File: config.mk
export PLATFORM = sky130hd
export DESIGN_NAME = ifr_regs
export DESIGN_NICKNAME = d
export VERILOG_FILES = /design/src/ifr_pkg.sv /design/src/ifr_start_ctl.sv /design/src/ifr_regs.sv
export SDC_FILE = /design/constraint.sdc
export NUM_CORES = 1
export LEC_CHECK = 0
export ABC_AREA = 1
export BUFFER_PORTS_ARGS = -buffer_cell sky130_fd_sc_hd__buf_2
export CAP_MARGIN = 20
export CORE_MARGIN = 2
export CORE_UTILIZATION = 45
export DETAILED_ROUTE_END_ITERATION = 7
export PLACE_DENSITY = 0.86
export SETUP_SLACK_MARGIN = 0.15
export SLEW_MARGIN = 20
export SYNTH_ARGS = -nofsm -noshare
export SYNTH_HDL_FRONTEND = slang
export SYNTH_SLANG_ARGS = --single-unit
File: constraint.sdc
create_clock -name pclk -period 1.3 [get_ports pclk]
set_input_delay 0.195 -clock pclk [delete_from_list [all_inputs] [get_ports pclk]]
set_output_delay 0.195 -clock pclk [all_outputs]
set_load 0.05 [all_outputs]
File: src/ifr_pkg.sv
package ifr_pkg;

  // ----------------------------------------------------------
  // Bus geometry
  // ----------------------------------------------------------
  localparam int IFR_ADDR_W = 8;
  localparam int IFR_DW = 32;
  localparam int IFR_CMD_W = 7;

  // ----------------------------------------------------------
  // Register offsets (byte addresses)
  // ----------------------------------------------------------
  localparam logic [7:0] IFR_OFF_CTRL = 8'h00;
  localparam logic [7:0] IFR_OFF_ADDR = 8'h04;
  localparam logic [7:0] IFR_OFF_DATA = 8'h08;
  localparam logic [7:0] IFR_OFF_CMD = 8'h0C;
  localparam logic [7:0] IFR_OFF_TRG = 8'h10;
  localparam logic [7:0] IFR_OFF_BASE = 8'h14;

  // ----------------------------------------------------------
  // Field positions
  // ----------------------------------------------------------
  localparam int IFR_BIT_EN = 0;
  localparam int IFR_BIT_BOOT = 1;
  localparam int IFR_BIT_SPU = 2;
  localparam int IFR_BIT_APU = 3;
  localparam int IFR_BIT_CFGU = 4;
  localparam int IFR_BIT_GO = 0;
  localparam int IFR_CFG0_BOOT_BIT = 7;

  // ----------------------------------------------------------
  // Reset values
  // ----------------------------------------------------------
  localparam logic [31:0] IFR_RST_WORD = 32'h0000_0000;
  localparam logic [6:0] IFR_RST_CMD = 7'h00;
  localparam logic IFR_RST_BIT = 1'b0;

  // ----------------------------------------------------------
  // Start sequencer states
  // ----------------------------------------------------------
  typedef enum logic [1:0] {
    IFR_IDLE,
    IFR_START,
    IFR_BUSY
  } ifr_trg_state_t;

endpackage

File: src/ifr_start_ctl.sv
`timescale 1ns/100ps
module ifr_start_ctl (
  // Clock and reset
  input wire logic pclk,
  input wire logic presetn,
  input wire logic clk_en,
  // Request and completion
  input wire logic go_req,
  input wire logic op_done,
  // Status
  output logic busy,
  output logic op_start
);
  import ifr_pkg::*;

  typedef struct packed {
    ifr_trg_state_t st;
    logic busy;
    logic start;
  } ifr_start_state_t;

  ifr_start_state_t s_q;
  ifr_start_state_t s_d;

  always_comb begin
    s_d = s_q;
    s_d.start = 1'b0;
    unique case (s_q.st)
      IFR_IDLE: begin
        if (go_req) begin
          s_d.st = IFR_START;
          s_d.start = 1'b1;
        end
      end
      IFR_START: begin
        s_d.st = IFR_BUSY;
      end
      IFR_BUSY: begin
        // A new request in the done cycle wins over the clear
        if (go_req) begin
          s_d.st = IFR_START;
          s_d.start = 1'b1;
        end else if (op_done) begin
          s_d.st = IFR_IDLE;
        end
      end
      default: s_d.st = IFR_IDLE;
    endcase
    s_d.busy = (s_d.st != IFR_IDLE);
  end

  always_ff @(posedge pclk or negedge presetn) begin
    if (!presetn) begin
      s_q.st <= IFR_IDLE;
      s_q.busy <= IFR_RST_BIT;
      s_q.start <= IFR_RST_BIT;
    end else if (clk_en) begin
      s_q <= s_d;
    end
  end

  assign busy = s_q.busy;
  assign op_start = s_q.start;

endmodule

File: src/ifr_regs.sv
// Behaviour
// - Bit 1 of the control register selects the next boot source, 1 loader and 0 application.
// - Outside a processor-only or system reset, boot select loads the inverse of config word zero bit 7.
// - Reading boot select reports the region the chip booted from, 1 loader and 0 application; here a read returns bit 1 as loaded at startup or last written.
// - Control bit 2 blocks secure-region updates when 0 and allows them when 1.
// - Control bit 3 allows application-region self-updates when 1.
// - Control bit 4 forbids configuration updates when 0 and permits them when 1.
// - Control bit 0 enables the programming function.
// - Enable, boot select and update-enable bits change only while the register unlock is active.
// - Offset 0x04 holds a 32-bit read/write target address that resets to zero.
// - Offset 0x08 holds a 32-bit read/write data word that resets to zero.
// - Offset 0x0C holds a 7-bit command code in bits 6..0, upper bits reserved, reset zero.
// - Setting the protected bit 0 at offset 0x10 starts the programmed operation.
// - Offset 0x14 is a read-only data-region base loaded from startup configuration.
//
// Chosen here: the APB interface to the registers.
`timescale 1ns/100ps
module ifr_regs #(
  parameter int ADDR_W = ifr_pkg::IFR_ADDR_W
) (
  // Clock, reset, enable
  input wire logic pclk,
  input wire logic presetn,
  input wire logic clk_en,
  // APB slave
  input wire logic psel,
  input wire logic penable,
  input wire logic pwrite,
  input wire logic [ADDR_W-1:0] paddr,
  input wire logic [ifr_pkg::IFR_DW-1:0] pwdata,
  output logic [ifr_pkg::IFR_DW-1:0] prdata,
  output logic pready,
  output logic pslverr,
  // System and startup configuration
  input wire logic reg_unlock,
  input wire logic reset_kept_boot,
  input wire logic boot_select_retained,
  input wire logic [ifr_pkg::IFR_DW-1:0] config_word_zero,
  input wire logic [ifr_pkg::IFR_DW-1:0] data_region_cfg,
  // Flash sequencer side
  input wire logic op_done,
  input wire logic op_data_we,
  input wire logic [ifr_pkg::IFR_DW-1:0] op_rdata,
  output logic op_start,
  output logic start_trigger,
  output logic prog_function_enable,
  output logic boot_select,
  output logic secure_region_update_en,
  output logic app_region_update_en,
  output logic config_update_en,
  output logic [ifr_pkg::IFR_DW-1:0] target_address,
  output logic [ifr_pkg::IFR_DW-1:0] data_word,
  output logic [ifr_pkg::IFR_CMD_W-1:0] command_code,
  output logic [ifr_pkg::IFR_DW-1:0] data_region_base
);
  import ifr_pkg::*;

  // ----------------------------------------------------------
  // Elaboration checks
  // ----------------------------------------------------------
  if (ADDR_W < 5 || ADDR_W > 32) begin : g_bad_aw
    $error("ADDR_W must cover offsets 0x00..0x14 and stay within 32 bits");
  end

  // ----------------------------------------------------------
  // State
  // ----------------------------------------------------------
  typedef struct packed {
    logic en;
    logic boot;
    logic spu;
    logic apu;
    logic cfgu;
    logic loaded;
    logic [IFR_DW-1:0] addr;
    logic [IFR_DW-1:0] data;
    logic [IFR_CMD_W-1:0] cmd;
    logic [IFR_DW-1:0] base;
    logic ready;
    logic slverr;
    logic [IFR_DW-1:0] rdata;
  } ifr_regs_state_t;

  ifr_regs_state_t s_q;
  ifr_regs_state_t s_d;

  logic busy;
  logic go_req;
  logic setup;
  logic acc_wr;
  logic hit_ctrl;
  logic hit_addr;
  logic hit_data;
  logic hit_cmd;
  logic hit_trg;
  logic hit_base;

  // ----------------------------------------------------------
  // Address decode
  // ----------------------------------------------------------
  assign hit_ctrl = (paddr == ADDR_W'(IFR_OFF_CTRL));
  assign hit_addr = (paddr == ADDR_W'(IFR_OFF_ADDR));
  assign hit_data = (paddr == ADDR_W'(IFR_OFF_DATA));
  assign hit_cmd = (paddr == ADDR_W'(IFR_OFF_CMD));
  assign hit_trg = (paddr == ADDR_W'(IFR_OFF_TRG));
  assign hit_base = (paddr == ADDR_W'(IFR_OFF_BASE));

  assign setup = psel && !penable;
  // Writes land only on the edge that completes the access
  assign acc_wr = psel && penable && s_q.ready && pwrite;

  // Start needs unlock, the enable bit and an idle sequencer
  assign go_req = acc_wr && hit_trg && reg_unlock && pwdata[IFR_BIT_GO]
                  && s_q.en && !busy;

  // ----------------------------------------------------------
  // Next state
  // ----------------------------------------------------------
  always_comb begin
    s_d = s_q;
    s_d.ready = setup;
    s_d.slverr = 1'b0;
    if (setup) begin
      s_d.slverr = !(hit_ctrl || hit_addr || hit_data || hit_cmd || hit_trg || hit_base);
      s_d.rdata = IFR_RST_WORD;
      if (hit_ctrl) begin
        s_d.rdata[IFR_BIT_EN] = s_q.en;
        s_d.rdata[IFR_BIT_BOOT] = s_q.boot;
        s_d.rdata[IFR_BIT_SPU] = s_q.spu;
        s_d.rdata[IFR_BIT_APU] = s_q.apu;
        s_d.rdata[IFR_BIT_CFGU] = s_q.cfgu;
      end else if (hit_addr) begin
        s_d.rdata = s_q.addr;
      end else if (hit_data) begin
        s_d.rdata = s_q.data;
      end else if (hit_cmd) begin
        s_d.rdata[IFR_CMD_W-1:0] = s_q.cmd;
      end else if (hit_trg) begin
        s_d.rdata[IFR_BIT_GO] = busy;
      end else if (hit_base) begin
        s_d.rdata = s_q.base;
      end
    end

    // Protected control bits
    if (acc_wr && hit_ctrl && reg_unlock) begin
      s_d.en = pwdata[IFR_BIT_EN];
      s_d.boot = pwdata[IFR_BIT_BOOT];
      s_d.spu = pwdata[IFR_BIT_SPU];
      s_d.apu = pwdata[IFR_BIT_APU];
      s_d.cfgu = pwdata[IFR_BIT_CFGU];
    end

    // Operands freeze while an operation runs
    if (acc_wr && !busy) begin
      if (hit_addr) begin
        s_d.addr = pwdata;
      end
      if (hit_data) begin
        s_d.data = pwdata;
      end
      if (hit_cmd) begin
        s_d.cmd = pwdata[IFR_CMD_W-1:0];
      end
    end

    // Word returned by a finished operation
    if (busy && op_done && op_data_we) begin
      s_d.data = op_rdata;
    end

    // First enabled cycle after reset release wins over any write
    if (!s_q.loaded) begin
      s_d.loaded = 1'b1;
      s_d.boot = reset_kept_boot ? boot_select_retained
                                 : !config_word_zero[IFR_CFG0_BOOT_BIT];
      s_d.base = data_region_cfg;
    end
  end

  // ----------------------------------------------------------
  // Registers
  // ----------------------------------------------------------
  always_ff @(posedge pclk or negedge presetn) begin
    if (!presetn) begin
      s_q.en <= IFR_RST_BIT;
      s_q.boot <= IFR_RST_BIT;
      s_q.spu <= IFR_RST_BIT;
      s_q.apu <= IFR_RST_BIT;
      s_q.cfgu <= IFR_RST_BIT;
      s_q.loaded <= IFR_RST_BIT;
      s_q.addr <= IFR_RST_WORD;
      s_q.data <= IFR_RST_WORD;
      s_q.cmd <= IFR_RST_CMD;
      s_q.base <= IFR_RST_WORD;
      s_q.ready <= IFR_RST_BIT;
      s_q.slverr <= IFR_RST_BIT;
      s_q.rdata <= IFR_RST_WORD;
    end else if (clk_en) begin
      s_q <= s_d;
    end
  end

  // ----------------------------------------------------------
  // Start sequencer
  // ----------------------------------------------------------
  ifr_start_ctl u_start (
    .pclk(pclk),
    .presetn(presetn),
    .clk_en(clk_en),
    .go_req(go_req),
    .op_done(op_done),
    .busy(busy),
    .op_start(op_start)
  );

  // ----------------------------------------------------------
  // Outputs
  // ----------------------------------------------------------
  assign prdata = s_q.rdata;
  assign pready = s_q.ready;
  assign pslverr = s_q.slverr;
  assign start_trigger = busy;
  assign prog_function_enable = s_q.en;
  assign boot_select = s_q.boot;
  assign secure_region_update_en = s_q.spu;
  assign app_region_update_en = s_q.apu;
  assign config_update_en = s_q.cfgu;
  assign target_address = s_q.addr;
  assign data_word = s_q.data;
  assign command_code = s_q.cmd;
  assign data_region_base = s_q.base;
endmodule

=== After elaboration in Yosys (flattened, before gate mapping) ===
Cells that the tools add are included.

* Input bits: 147
* Bits in registers: 147
* Word-level logic and storage cells: 84

* Reductions and logical operators: 36
* Eq/ne operators: 8
* Muxes and demuxes: 23
* Bitwise gates (word level): 1

{| class="wikitable"
|+ Operators by type and width
! cell !! number
|-
| 32-bit two-way mux || 5
|-
| 39-bit two-way mux || 1
|-
| 33-bit two-way mux || 1
|-
| 31-bit two-way mux || 1
|-
| 27-bit two-way mux || 1
|-
| 25-bit two-way mux || 1
|-
| 8-bit by 4-bit == test with 1-bit output (second input constant) || 2
|-
| 8-bit by 5-bit == test with 1-bit output (second input constant) || 2
|-
| 1-bit logical AND || 14
|-
| 7-bit two-way mux || 2
|-
| 3-bit AND reduction || 3
|-
| 8-bit by 3-bit == test with 1-bit output (second input constant) || 1
|-
| 8-bit logical NOT || 1
|-
| 2-bit AND reduction || 4
|-
| 2-bit two-way mux || 3
|-
| 2-bit case mux with 3 select lines || 1
|-
| 2-bit nonzero test || 3
|-
| 1-bit logical OR || 5
|-
| 1-bit two-way mux || 5
|-
| 5-bit two-way mux || 1
|-
| 1-bit logical NOT || 4
|-
| 4-bit two-way mux || 1
|-
| 2-bit by 1-bit == test with 1-bit output (second input constant) || 1
|-
| 2-bit == test (second input constant) || 1
|-
| 4 further kinds || 4
|}

=== Logic depth before layout (Yosys ltp) ===
Gate-level depths: netlist (run 1).

* Word-level depth: 11
* Gate-level depth with buffers: 10
* Depth with buffers taken out: 10

=== Modules after synthesis ===
A second synthesis (run 1) with hierarchy kept.

* Cell total of the unflattened synthesis: 1,009
* Area total of the unflattened synthesis: 7,888.8 um^2

{| class="wikitable"
|+ Modules (own cells, without submodules)
! module !! sequential area each (um^2) !! area an instance (um^2) !! instances !! cells an instance
|-
| ifr_regs || 3,578.4 || 7,708.6 || 1 || 988
|-
| ifr_start_ctl || 100.1 || 180.2 || 1 || 21
|}

=== Worst setup path after synthesis (run 1) ===
Ideal clock, no wire load.

* Kind: reg2reg
* Start: register s_q (netlist bit pready)
* End: register s_q (netlist bit target_address[21])
* Period minus slack after synthesis: 1.782 ns
* Stages on the path, launching flop included: 9
* Data arrival time: 1.665 ns
* Setup time: 0.117 ns
* Path slack: -0.482 ns
* Cells stage by stage: dfrtp_1 -> nand2_1 -> nor2_4 -> nand2_2 -> nor2_4 -> nand4_4 -> buf_6 -> nand2_1 -> o21ai_2

* Cells in the longest elaborated chain, start to end: 4

{| class="wikitable"
|+ RTL lines
! element !! line !! RTL
|-
| from (decl) || ifr_regs.sv:84 || <nowiki>ifr_regs_state_t s_q;</nowiki>
|-
| 1-bit logical AND (2 in a row) || ifr_regs.sv:110 || <nowiki>assign acc_wr = psel && penable && s_q.ready && pwrite;</nowiki>
|-
| 1-bit logical AND || ifr_regs.sv:155 || <nowiki>if (acc_wr && !busy) begin</nowiki>
|-
| 3-bit AND reduction (no line) || - ||
|}

No other way between the ends.
A chain may end at the register's enable or synchronous reset.

=== Final worst setup path (run 1) ===
* Start: register, netlist name u_start.busy
* End: register s_q (netlist bit data_word[27])

* Cells in the longest elaborated chain, start to end: 4

{| class="wikitable"
|+ RTL lines
! element !! line
|-
| 1-bit logical NOT / 1-bit logical AND (equally long branches) || ifr_regs.sv:155, ifr_regs.sv:168
|-
| 1-bit logical AND (on tied branches) || ifr_regs.sv:155, ifr_regs.sv:168
|-
| 2-bit nonzero test (no line) || -
|-
| 3-bit AND reduction (no line) || -
|}

Several ways; a longest one is shown, not always the timed one.

==> run metrics, run 1 <==
CTS tree done; nets 1,398; Post-synth EDFFs 0; Hold Path Depth 2; die boundary height 137 µm; CP max-delay cell dfrtp_2; Setup crit start kind flop; total track usage 0.288; Unique masters post-synth 27; Most Used Layer, Global Route met2; max-slew violations 0; DP Area roughly 0.009 mm²; maximum fanout along the worst path 7; TritonCTS Buffers 17; vias 7,986; r2r worst-path depth 6; Boundary Pins 291; Rows 48; fraction of layout cells with a size suffix above 1 0.523; Highest Clock Rate 0.623 GHz; DP Wirelength between 15,000 and 20,000 µm; final hold violation count 0; initial antenna violation count 0; Setup Crit Path Kind flop to flop; Residual DRC 0; largest net degree at the start of global routing 52; measured slew at the worst slew-check pin a little under 0.4 ns; post-route antenna net violation count 0; Async S/R FF share, synth 1.00; worst-skew pair later-pin latency 0.42 ns; max_cap viols 0; Cell Pwr Density 1010 mW/mm²; Final GP Congestion 0.863; met1 Resource Use GR 0.320; setup ws final -0.305 ns; worst hold path class primary input to flop; commonest non-fill, non-tap cell in the layout nand2_1; final setup fails 75; top_reg_cell synth dfrtp_1; Slew headroom 0.737; Leak 0.00650 µW; Ys Warns 0; WL final roughly 30,000 µm; final instance area around 0.012 mm²; CP delay by family, top simple AND/OR/NAND/NOR gates; Die X about 140 µm; H-Tree Depth 4; commonest non-fill, non-tap cells in the layout nand2_1 (196), buf_6 (153), buf_4 (152), dfrtp_1 (144), buf_2 (114); Starting DRT DRC Count 622; CP max stage delay ~0.41 ns; endpoint type of the worst setup path flop; FF-to-FF Start u_start.busy$_DFFE_PN0P_; Critical Path RT 1.61 ns; crit path buf inv count 2; Clock transition at path regs 0.06 ns; min Tclk post-route 1.60 ns; IO Port Bufs roughly 260; ANT cells 0; hold endpoint data_region_base[14]$_DFFE_PN0P_; core box area 0.0174 mm²; clock tree buffer depth 2; Post-Syn Instances about 960; GRT overflow 0; area of the mapped netlist 0.00801 mm²; Synth-to-Final Area Change 50.1%; Avg Inst Size Synth 8.39 µm²; outcome finished, violations left; GR Util met2 0.499; CTS sink cnt 147; met3 Use GR 0.0758; Final Skew 0.00499 ns; syn nets approximately 1,100; RR Endpoint data_word[27]$_DFFE_PN0P_; RSZ-0062 raised after global routing true; Reg2Reg Setup Slack -0.30 ns; drt first pass iters 6; Yosys reg bits 147; drt wl/cell between 20 and 25 µm; Vias/cell between 5 and 6; Final period util 1.23; HP Start data_region_cfg[14]; CTS Root Cell clkbuf_16; failing checks setup timing; final setup TNS -13.35 ns; Starting Density 0.462; Max VDD drop 0.897 mV; crit-path cells buf_6, and3_2, nand2_2, nand2_8, clkbuf_16, o21ai_1; Arr. time, crit path 1.92 ns; vias in the first global route 7,957; first-pass GRT wire length 41,000 µm; full die area 0.0189 mm²; post-synthesis sequential area ratio 0.459
## timing repair
action,in CTS,in global routing
setup endpoints to repair,257,265
cloned,1,8
buffers inserted,81,38
pin swaps,6,13
resized for setup,335,98
hold endpoints to repair,152,0
hold buffers,6,0
## final cells by class
| class | count | area (µm²) |
|---|---|---|
| flip-flops and latches | 147 | 3680 |
| well taps | 225 | 282 |
| fillers | 1171 | 5330 |
| clock inverters | 10 | 83.8 |
| multi-input cells | 539 | 3140 |
| repair buffers | 450 | 4000 |
| inverters | 96 | 363 |
| clock buffers | 21 | 470 |
## how the worst max path moves through the flow
stage,from,cells after the start,endpoint
6_report,u_start.busy$_DFFE_PN0P_,6,data_word[27]$_DFFE_PN0P_
4_1_cts,pready$_DFFE_PN0P_,8,target_address[22]$_DFFE_PN0P_
5_1_grt,pready$_DFFE_PN0P_,9,data_word[27]$_DFFE_PN0P_
3_3_place_gp,paddr[4],9,prdata[24]$_DFFE_PN0P_
2_1_floorplan,pready$_DFFE_PN0P_,8,target_address[21]$_DFFE_PN0P_
3_5_place_dp,paddr[7],11,data_word[22]$_DFFE_PN0P_
## metrics by stage
step                std cells  power [µW]  hold WS [ns]  worst slack (ns)  utilization
detailed placement       1323        6760        0.0139            -0.234        0.519
global placement         1323        6720        0.0127            -0.145        0.519
CTS                      1442       11800      0.000120            -0.131        0.650
floorplan                 955        6360        -0.101            -0.291            -
finish                   1488       12100       0.00539            -0.305        0.693
global route             1488       12400      0.000626            -0.371        0.693
## report_power, final
part	total (µW)	internal [µW]	leakage, µW	switching (µW)
clock network	4790	2760	0.000274	2030
logic	2340	883	0.00435	1460
registers	4960	4780	0.00188	180
## kinds of logic after synthesis
family                 synth area share
multiplexers                     0.0309
flip-flops                        0.459
buffers and inverters             0.204
AO/OA/AOI/OAI                     0.128
AND/OR/NAND/NOR                   0.178
## synthesized netlist by cell type, types with 2 or more instances
cell / n / share of area
nand2_1: 262 / 0.12
dfrtp_1: 147 / 0.46
buf_4: 142 / 0.13
inv_1: 89 / 0.042
o21ai_1: 59 / 0.037
o21ai_0: 42 / 0.026
nor2_1: 41 / 0.019
o21ai_2: 32 / 0.035
mux2_2: 22 / 0.031
o211ai_1: 20 / 0.019
nand3_1: 19 / 0.012
a21oi_1: 17 / 0.011
clkbuf_1: 13 / 0.0061
buf_2: 11 / 0.0069
buf_6: 9 / 0.013
inv_2: 7 / 0.0033
or2_2: 5 / 0.0039
nand2_2: 3 / 0.0023
nand4_1: 3 / 0.0023
nor2_4: 3 / 0.0042
nand4_4: 2 / 0.0053
nor2_2: 2 / 0.0016
## sequential cells by signal, indices dropped and copies added (netlist names), 2 cells and up
register and flops:
u_start.s_q 2, data_region_base 32, prdata 32, data_word 32, command_code 7, target_address 32
## routing by layer
metal	vias up	share of wire
met5	-	0
met3	139	0.086
li1	3487	-
met2	530	0.50
met1	3830	0.36
met4	0	0.057
No activity file was read; power rests on OpenSTA's default activity.
==> inputs of run 2 (changes only) <==
--- a/config.mk
+++ b/config.mk
@@ -16,4 +16,5 @@
 export SLEW_MARGIN = 20
 export SYNTH_ARGS = -nofsm -noshare
 export SYNTH_HDL_FRONTEND = slang
+export SYNTH_HIERARCHICAL = 1
 export SYNTH_SLANG_ARGS = --single-unit
==> run 2 against run 1 <==
The flow finishes with violations (DRC, setup timing); flip-flop and latch count unchanged; clock power up 5.8%; clock skew up 0.0093 ns; combinational power up 23%; die area down 1.5%; first-iteration DRC count up 11%; critical path type unchanged; highest routed layer unchanged.
==> run metrics, run 2 <==
initial antenna violation count 0 (unchanged); Starting Density 0.458 (was 0.462); WL final 31,500 µm (was 30,200 µm); clock group share of total power 0.390 (was 0.396); Sw Share 0.307 (was 0.303); CP startpoint pready$_DFFE_PN0P_ (was u_start.busy$_DFFE_PN0P_); Yosys reg bits 147 (unchanged); sequential group share of total power 0.389 (was 0.410); Async S/R FF share, synth 1.00 (unchanged); fraction of layout cells with a size suffix above 1 0.446 (was 0.523); CP most frequent cell nor2_4; final setup TNS -11.58 ns (was -13.35 ns); Leak 0.00652 µW (was 0.00650 µW); DP Area 0.00888 mm² (was 0.00900 mm²); Post-synth top cells nand2_1 (383), dfrtp_1 (147), buf_4 (140), inv_1 (79), o21ai_1 (72) (was nand2_1 (262), dfrtp_1 (147), buf_4 (142), inv_1 (89), o21ai_1 (59)); final instance area 0.0123 mm² (was 0.0120 mm²); first-pass GRT wire length 42,700 µm (was 41,000 µm); Clock transition at path regs 0.07 ns (was 0.06 ns); Setup crit start kind flop (unchanged); full die area 0.0186 mm² (was 0.0189 mm²); Highest Clock Rate 0.668 GHz (was 0.623 GHz); crit-path cells nand2_2, nor2_4, nand2_4, nor2_4, buf_6, nand2_8, buf_12, nand2_1, o21ai_1 (was buf_6, and3_2, nand2_2, nand2_8, clkbuf_16, o21ai_1); Starting DRT DRC Count 692 (was 622); Final period util 1.15 (was 1.23); top post-synthesis cells by area dfrtp_1 (47%), nand2_1 (18%), buf_4 (13%) (was dfrtp_1 (46%), buf_4 (13%), nand2_1 (12%)); vias in the first global route 8,412 (was 7,957); area of the mapped netlist 0.00789 mm² (was 0.00801 mm²); Power Internal 9020 µW (was 8430 µW); WP depth 9 (was 6); drt wl/cell 20.1 µm (was 20.3 µm); Setup Crit Path Kind flop to flop (unchanged); final hold violation count 0 (unchanged); r2r worst-path depth 9 (was 6); post-route antenna net violation count 0 (unchanged); Avg Inst Size Synth 7.82 µm² (was 8.39 µm²); measured slew at the worst slew-check pin 0.450 ns (was 0.394 ns); multi-input logic area 0.00305 mm² (was 0.00314 mm²); worst hold slack 0.0254 ns (was 0.00539 ns); worst hold path class primary input to flop (unchanged); syn nets 1,156 (was 1,102); Final GP Congestion 0.878 (was 0.863); Vias/cell 5.46 (was 5.37); Cell Pwr Density 1060 mW/mm² (was 1010 mW/mm²); FF-to-FF Start pready$_DFFE_PN0P_ (was u_start.busy$_DFFE_PN0P_); Synth-to-Final Area Change 55.4% (was 50.1%); Comb pwr share 0.221 (was 0.194); die boundary height 136 µm (was 137 µm); Post-synth EDFFs 0 (unchanged); Arr. time, crit path 1.79 ns (was 1.92 ns); Post-Syn Instances 1,009 (was 955); Unique masters post-synth 29 (was 27); core box area 0.0172 mm² (was 0.0174 mm²); commonest non-fill, non-tap cell in the layout nand2_1 (unchanged); Fillers 1,112 (was 1,171); CTS sink cnt 147 (unchanged); Reg2Reg Setup Slack -0.20 ns (was -0.30 ns); max_cap viols 0 (unchanged); Boundary Pins 291 (unchanged); GRT overflow 0 (unchanged); H-Tree Depth 4 (unchanged); Die X 136 µm (was 137 µm); most common cell in the netlist nand2_1 (unchanged); endpoint type of the worst setup path flop (unchanged); Slew headroom 0.697 (was 0.737); final setup fails 80 (was 75); top_reg_cell synth dfrtp_1 (unchanged); P_sw 3990 µW (was 3670 µW); commonest non-fill, non-tap cells in the layout nand2_1 (340), buf_6 (154), buf_4 (152), dfrtp_1 (143), buf_2 (114) (was nand2_1 (196), buf_6 (153), buf_4 (152), dfrtp_1 (144), buf_2 (114)); RSZ-0062 raised after global routing true (unchanged); failing checks DRC, setup timing (was setup timing); post-synthesis sequential area ratio 0.466 (was 0.459); largest net degree at the start of global routing 56 (was 52); Synth top area share 0.466 (was 0.459); clock tree buffer depth 2 (unchanged); worst-skew pair later-pin latency 0.42 ns (about the same); CP max stage delay 0.37 ns (was 0.41 ns); Ys Warns 6 (was 0); Critical Path RT 1.59 ns (was 1.61 ns); min Tclk post-route 1.50 ns (was 1.60 ns); register area 0.00368 mm² (about the same); outcome finished, violations left (unchanged); DP Wirelength 16,700 µm (was 16,500 µm); crit path buf inv count 2 (unchanged); Max VDD drop 0.873 mV (was 0.897 mV); max-slew violations 0 (unchanged); drt first pass iters 8 (was 6); Rows 48 (unchanged); vias 8,567 (was 7,986); Critical Path End target_address[12]$_DFFE_PN0P_ (was data_word[27]$_DFFE_PN0P_); RR Endpoint target_address[12]$_DFFE_PN0P_ (was data_word[27]$_DFFE_PN0P_); largest area contributor in the netlist dfrtp_1 (unchanged); CP max-delay cell dfrtp_2 (unchanged); setup ws final -0.196 ns (was -0.305 ns); Final Skew 0.0143 ns (was 0.00499 ns); maximum fanout along the worst path 24 (was 7); IO Port Bufs 259 (unchanged); total track usage 0.301 (was 0.288); nets 1,478 (was 1,398); CTS Root Cell clkbuf_16 (unchanged); CTS tree done (unchanged); ANT cells 0 (unchanged); CP delay by family, top simple AND/OR/NAND/NOR gates (unchanged); TritonCTS Buffers 17 (unchanged); Residual DRC 7 (was 0)
run 2: cell count changes in the layout (fill, tap and decap cells not counted), moves of 12 or more:
cell,change
a21oi_1,-12
nand2_2,-18
nor2_1,-18
mux2_2,-22
nand2_1,+144
dlygate4sd3_1,+27
o21ai_2,-34
run 2: worst min path at each step:
stage / cells after the start / slack (ns) / from / end
finish: 3 / 0.03 / pwdata[26] / target_address[26]$_DFFE_PN0P_
global route: 3 / 0.04 / pwdata[18] / target_address[18]$_DFFE_PN0P_
CTS: 3 / 0.02 / pwdata[20] / target_address[20]$_DFFE_PN0P_
detailed placement: 1 / 0.03 / presetn / prdata[2]$_DFFE_PN0P_
global placement: 1 / 0.03 / presetn / prdata[2]$_DFFE_PN0P_
floorplan: 0 / -0.10 / presetn / app_region_update_en$_DFFE_PN0P_
run 2: cell type report:
type                            instances  share of cell area
Timing Repair Buffer                  479               0.352
Clock inverter                          9             0.00837
Tap cell                              225              0.0230
Sequential cell                       147               0.301
Inverter                               88              0.0274
Clock buffer                           23              0.0406
Multi-Input combinational cell        598               0.249
run 2: logic make-up after synthesis:
| kind of cell | Yosys count | synth area share |
|---|---|---|
| buffers and inverters | 265 | 0.199 |
| AO/OA/AOI/OAI | 147 | 0.109 |
| flip-flops | 147 | 0.466 |
| AND/OR/NAND/NOR | 450 | 0.226 |
run 2: worst reg2reg max path, delay by kind of cell, from the launching register on:
family                 cells  cell delay, ns
AOI/OAI and AO/OA          1            0.08
DFF                        1            0.37
and+or+nand+nor            6            0.61
buffers and inverters      2            0.31
run 2: power by group through the flow:
stage | clock network (µW) | registers (µW) | logic, µW
finish | 5070 | 5060 | 2880
global route | 5280 | 5070 | 3000
CTS | 5060 | 5040 | 2660
detailed placement | 0 | 5080 | 2080
global placement | 0 | 5070 | 2040
floorplan | 0 | 5060 | 1700
run 2: what timing repair did:
| item | in CTS | in global routing |
|---|---|---|
| pin swaps | 0 | 27 |
| setup buffers | 91 | 39 |
| cloned | 2 | 6 |
| endpoints found under the setup margin | 220 | 246 |
| hold endpoints to repair | 179 | 0 |
| resized for setup | 300 | 98 |
| hold buffers | 33 | 0 |
run 2: stage by stage:
step / power [µW] / cells / util / setup WS [ns]
after global placement: 7110 / 1366 / 0.515 / -0.0933
after CTS: 12800 / 1524 / 0.666 / -0.125
after global routing: 13400 / 1569 / 0.711 / -0.268
final: 13000 / 1569 / 0.711 / -0.196
after floorplan: 6760 / 1009 / - / -0.243
after detailed placement: 7160 / 1366 / 0.515 / -0.141
run 2: metal layers:
| metal | routed length (µm) | GRT usage | vias to the layer above |
|---|---|---|---|
| met5 | 0 | 0 | - |
| met4 | 2290 | 0.202 | 0 |
| met3 | 2740 | 0.0675 | 221 |
| met2 | 15300 | 0.510 | 630 |
| met1 | 11200 | 0.339 | 4049 |
| li1 | - | - | 3667 |
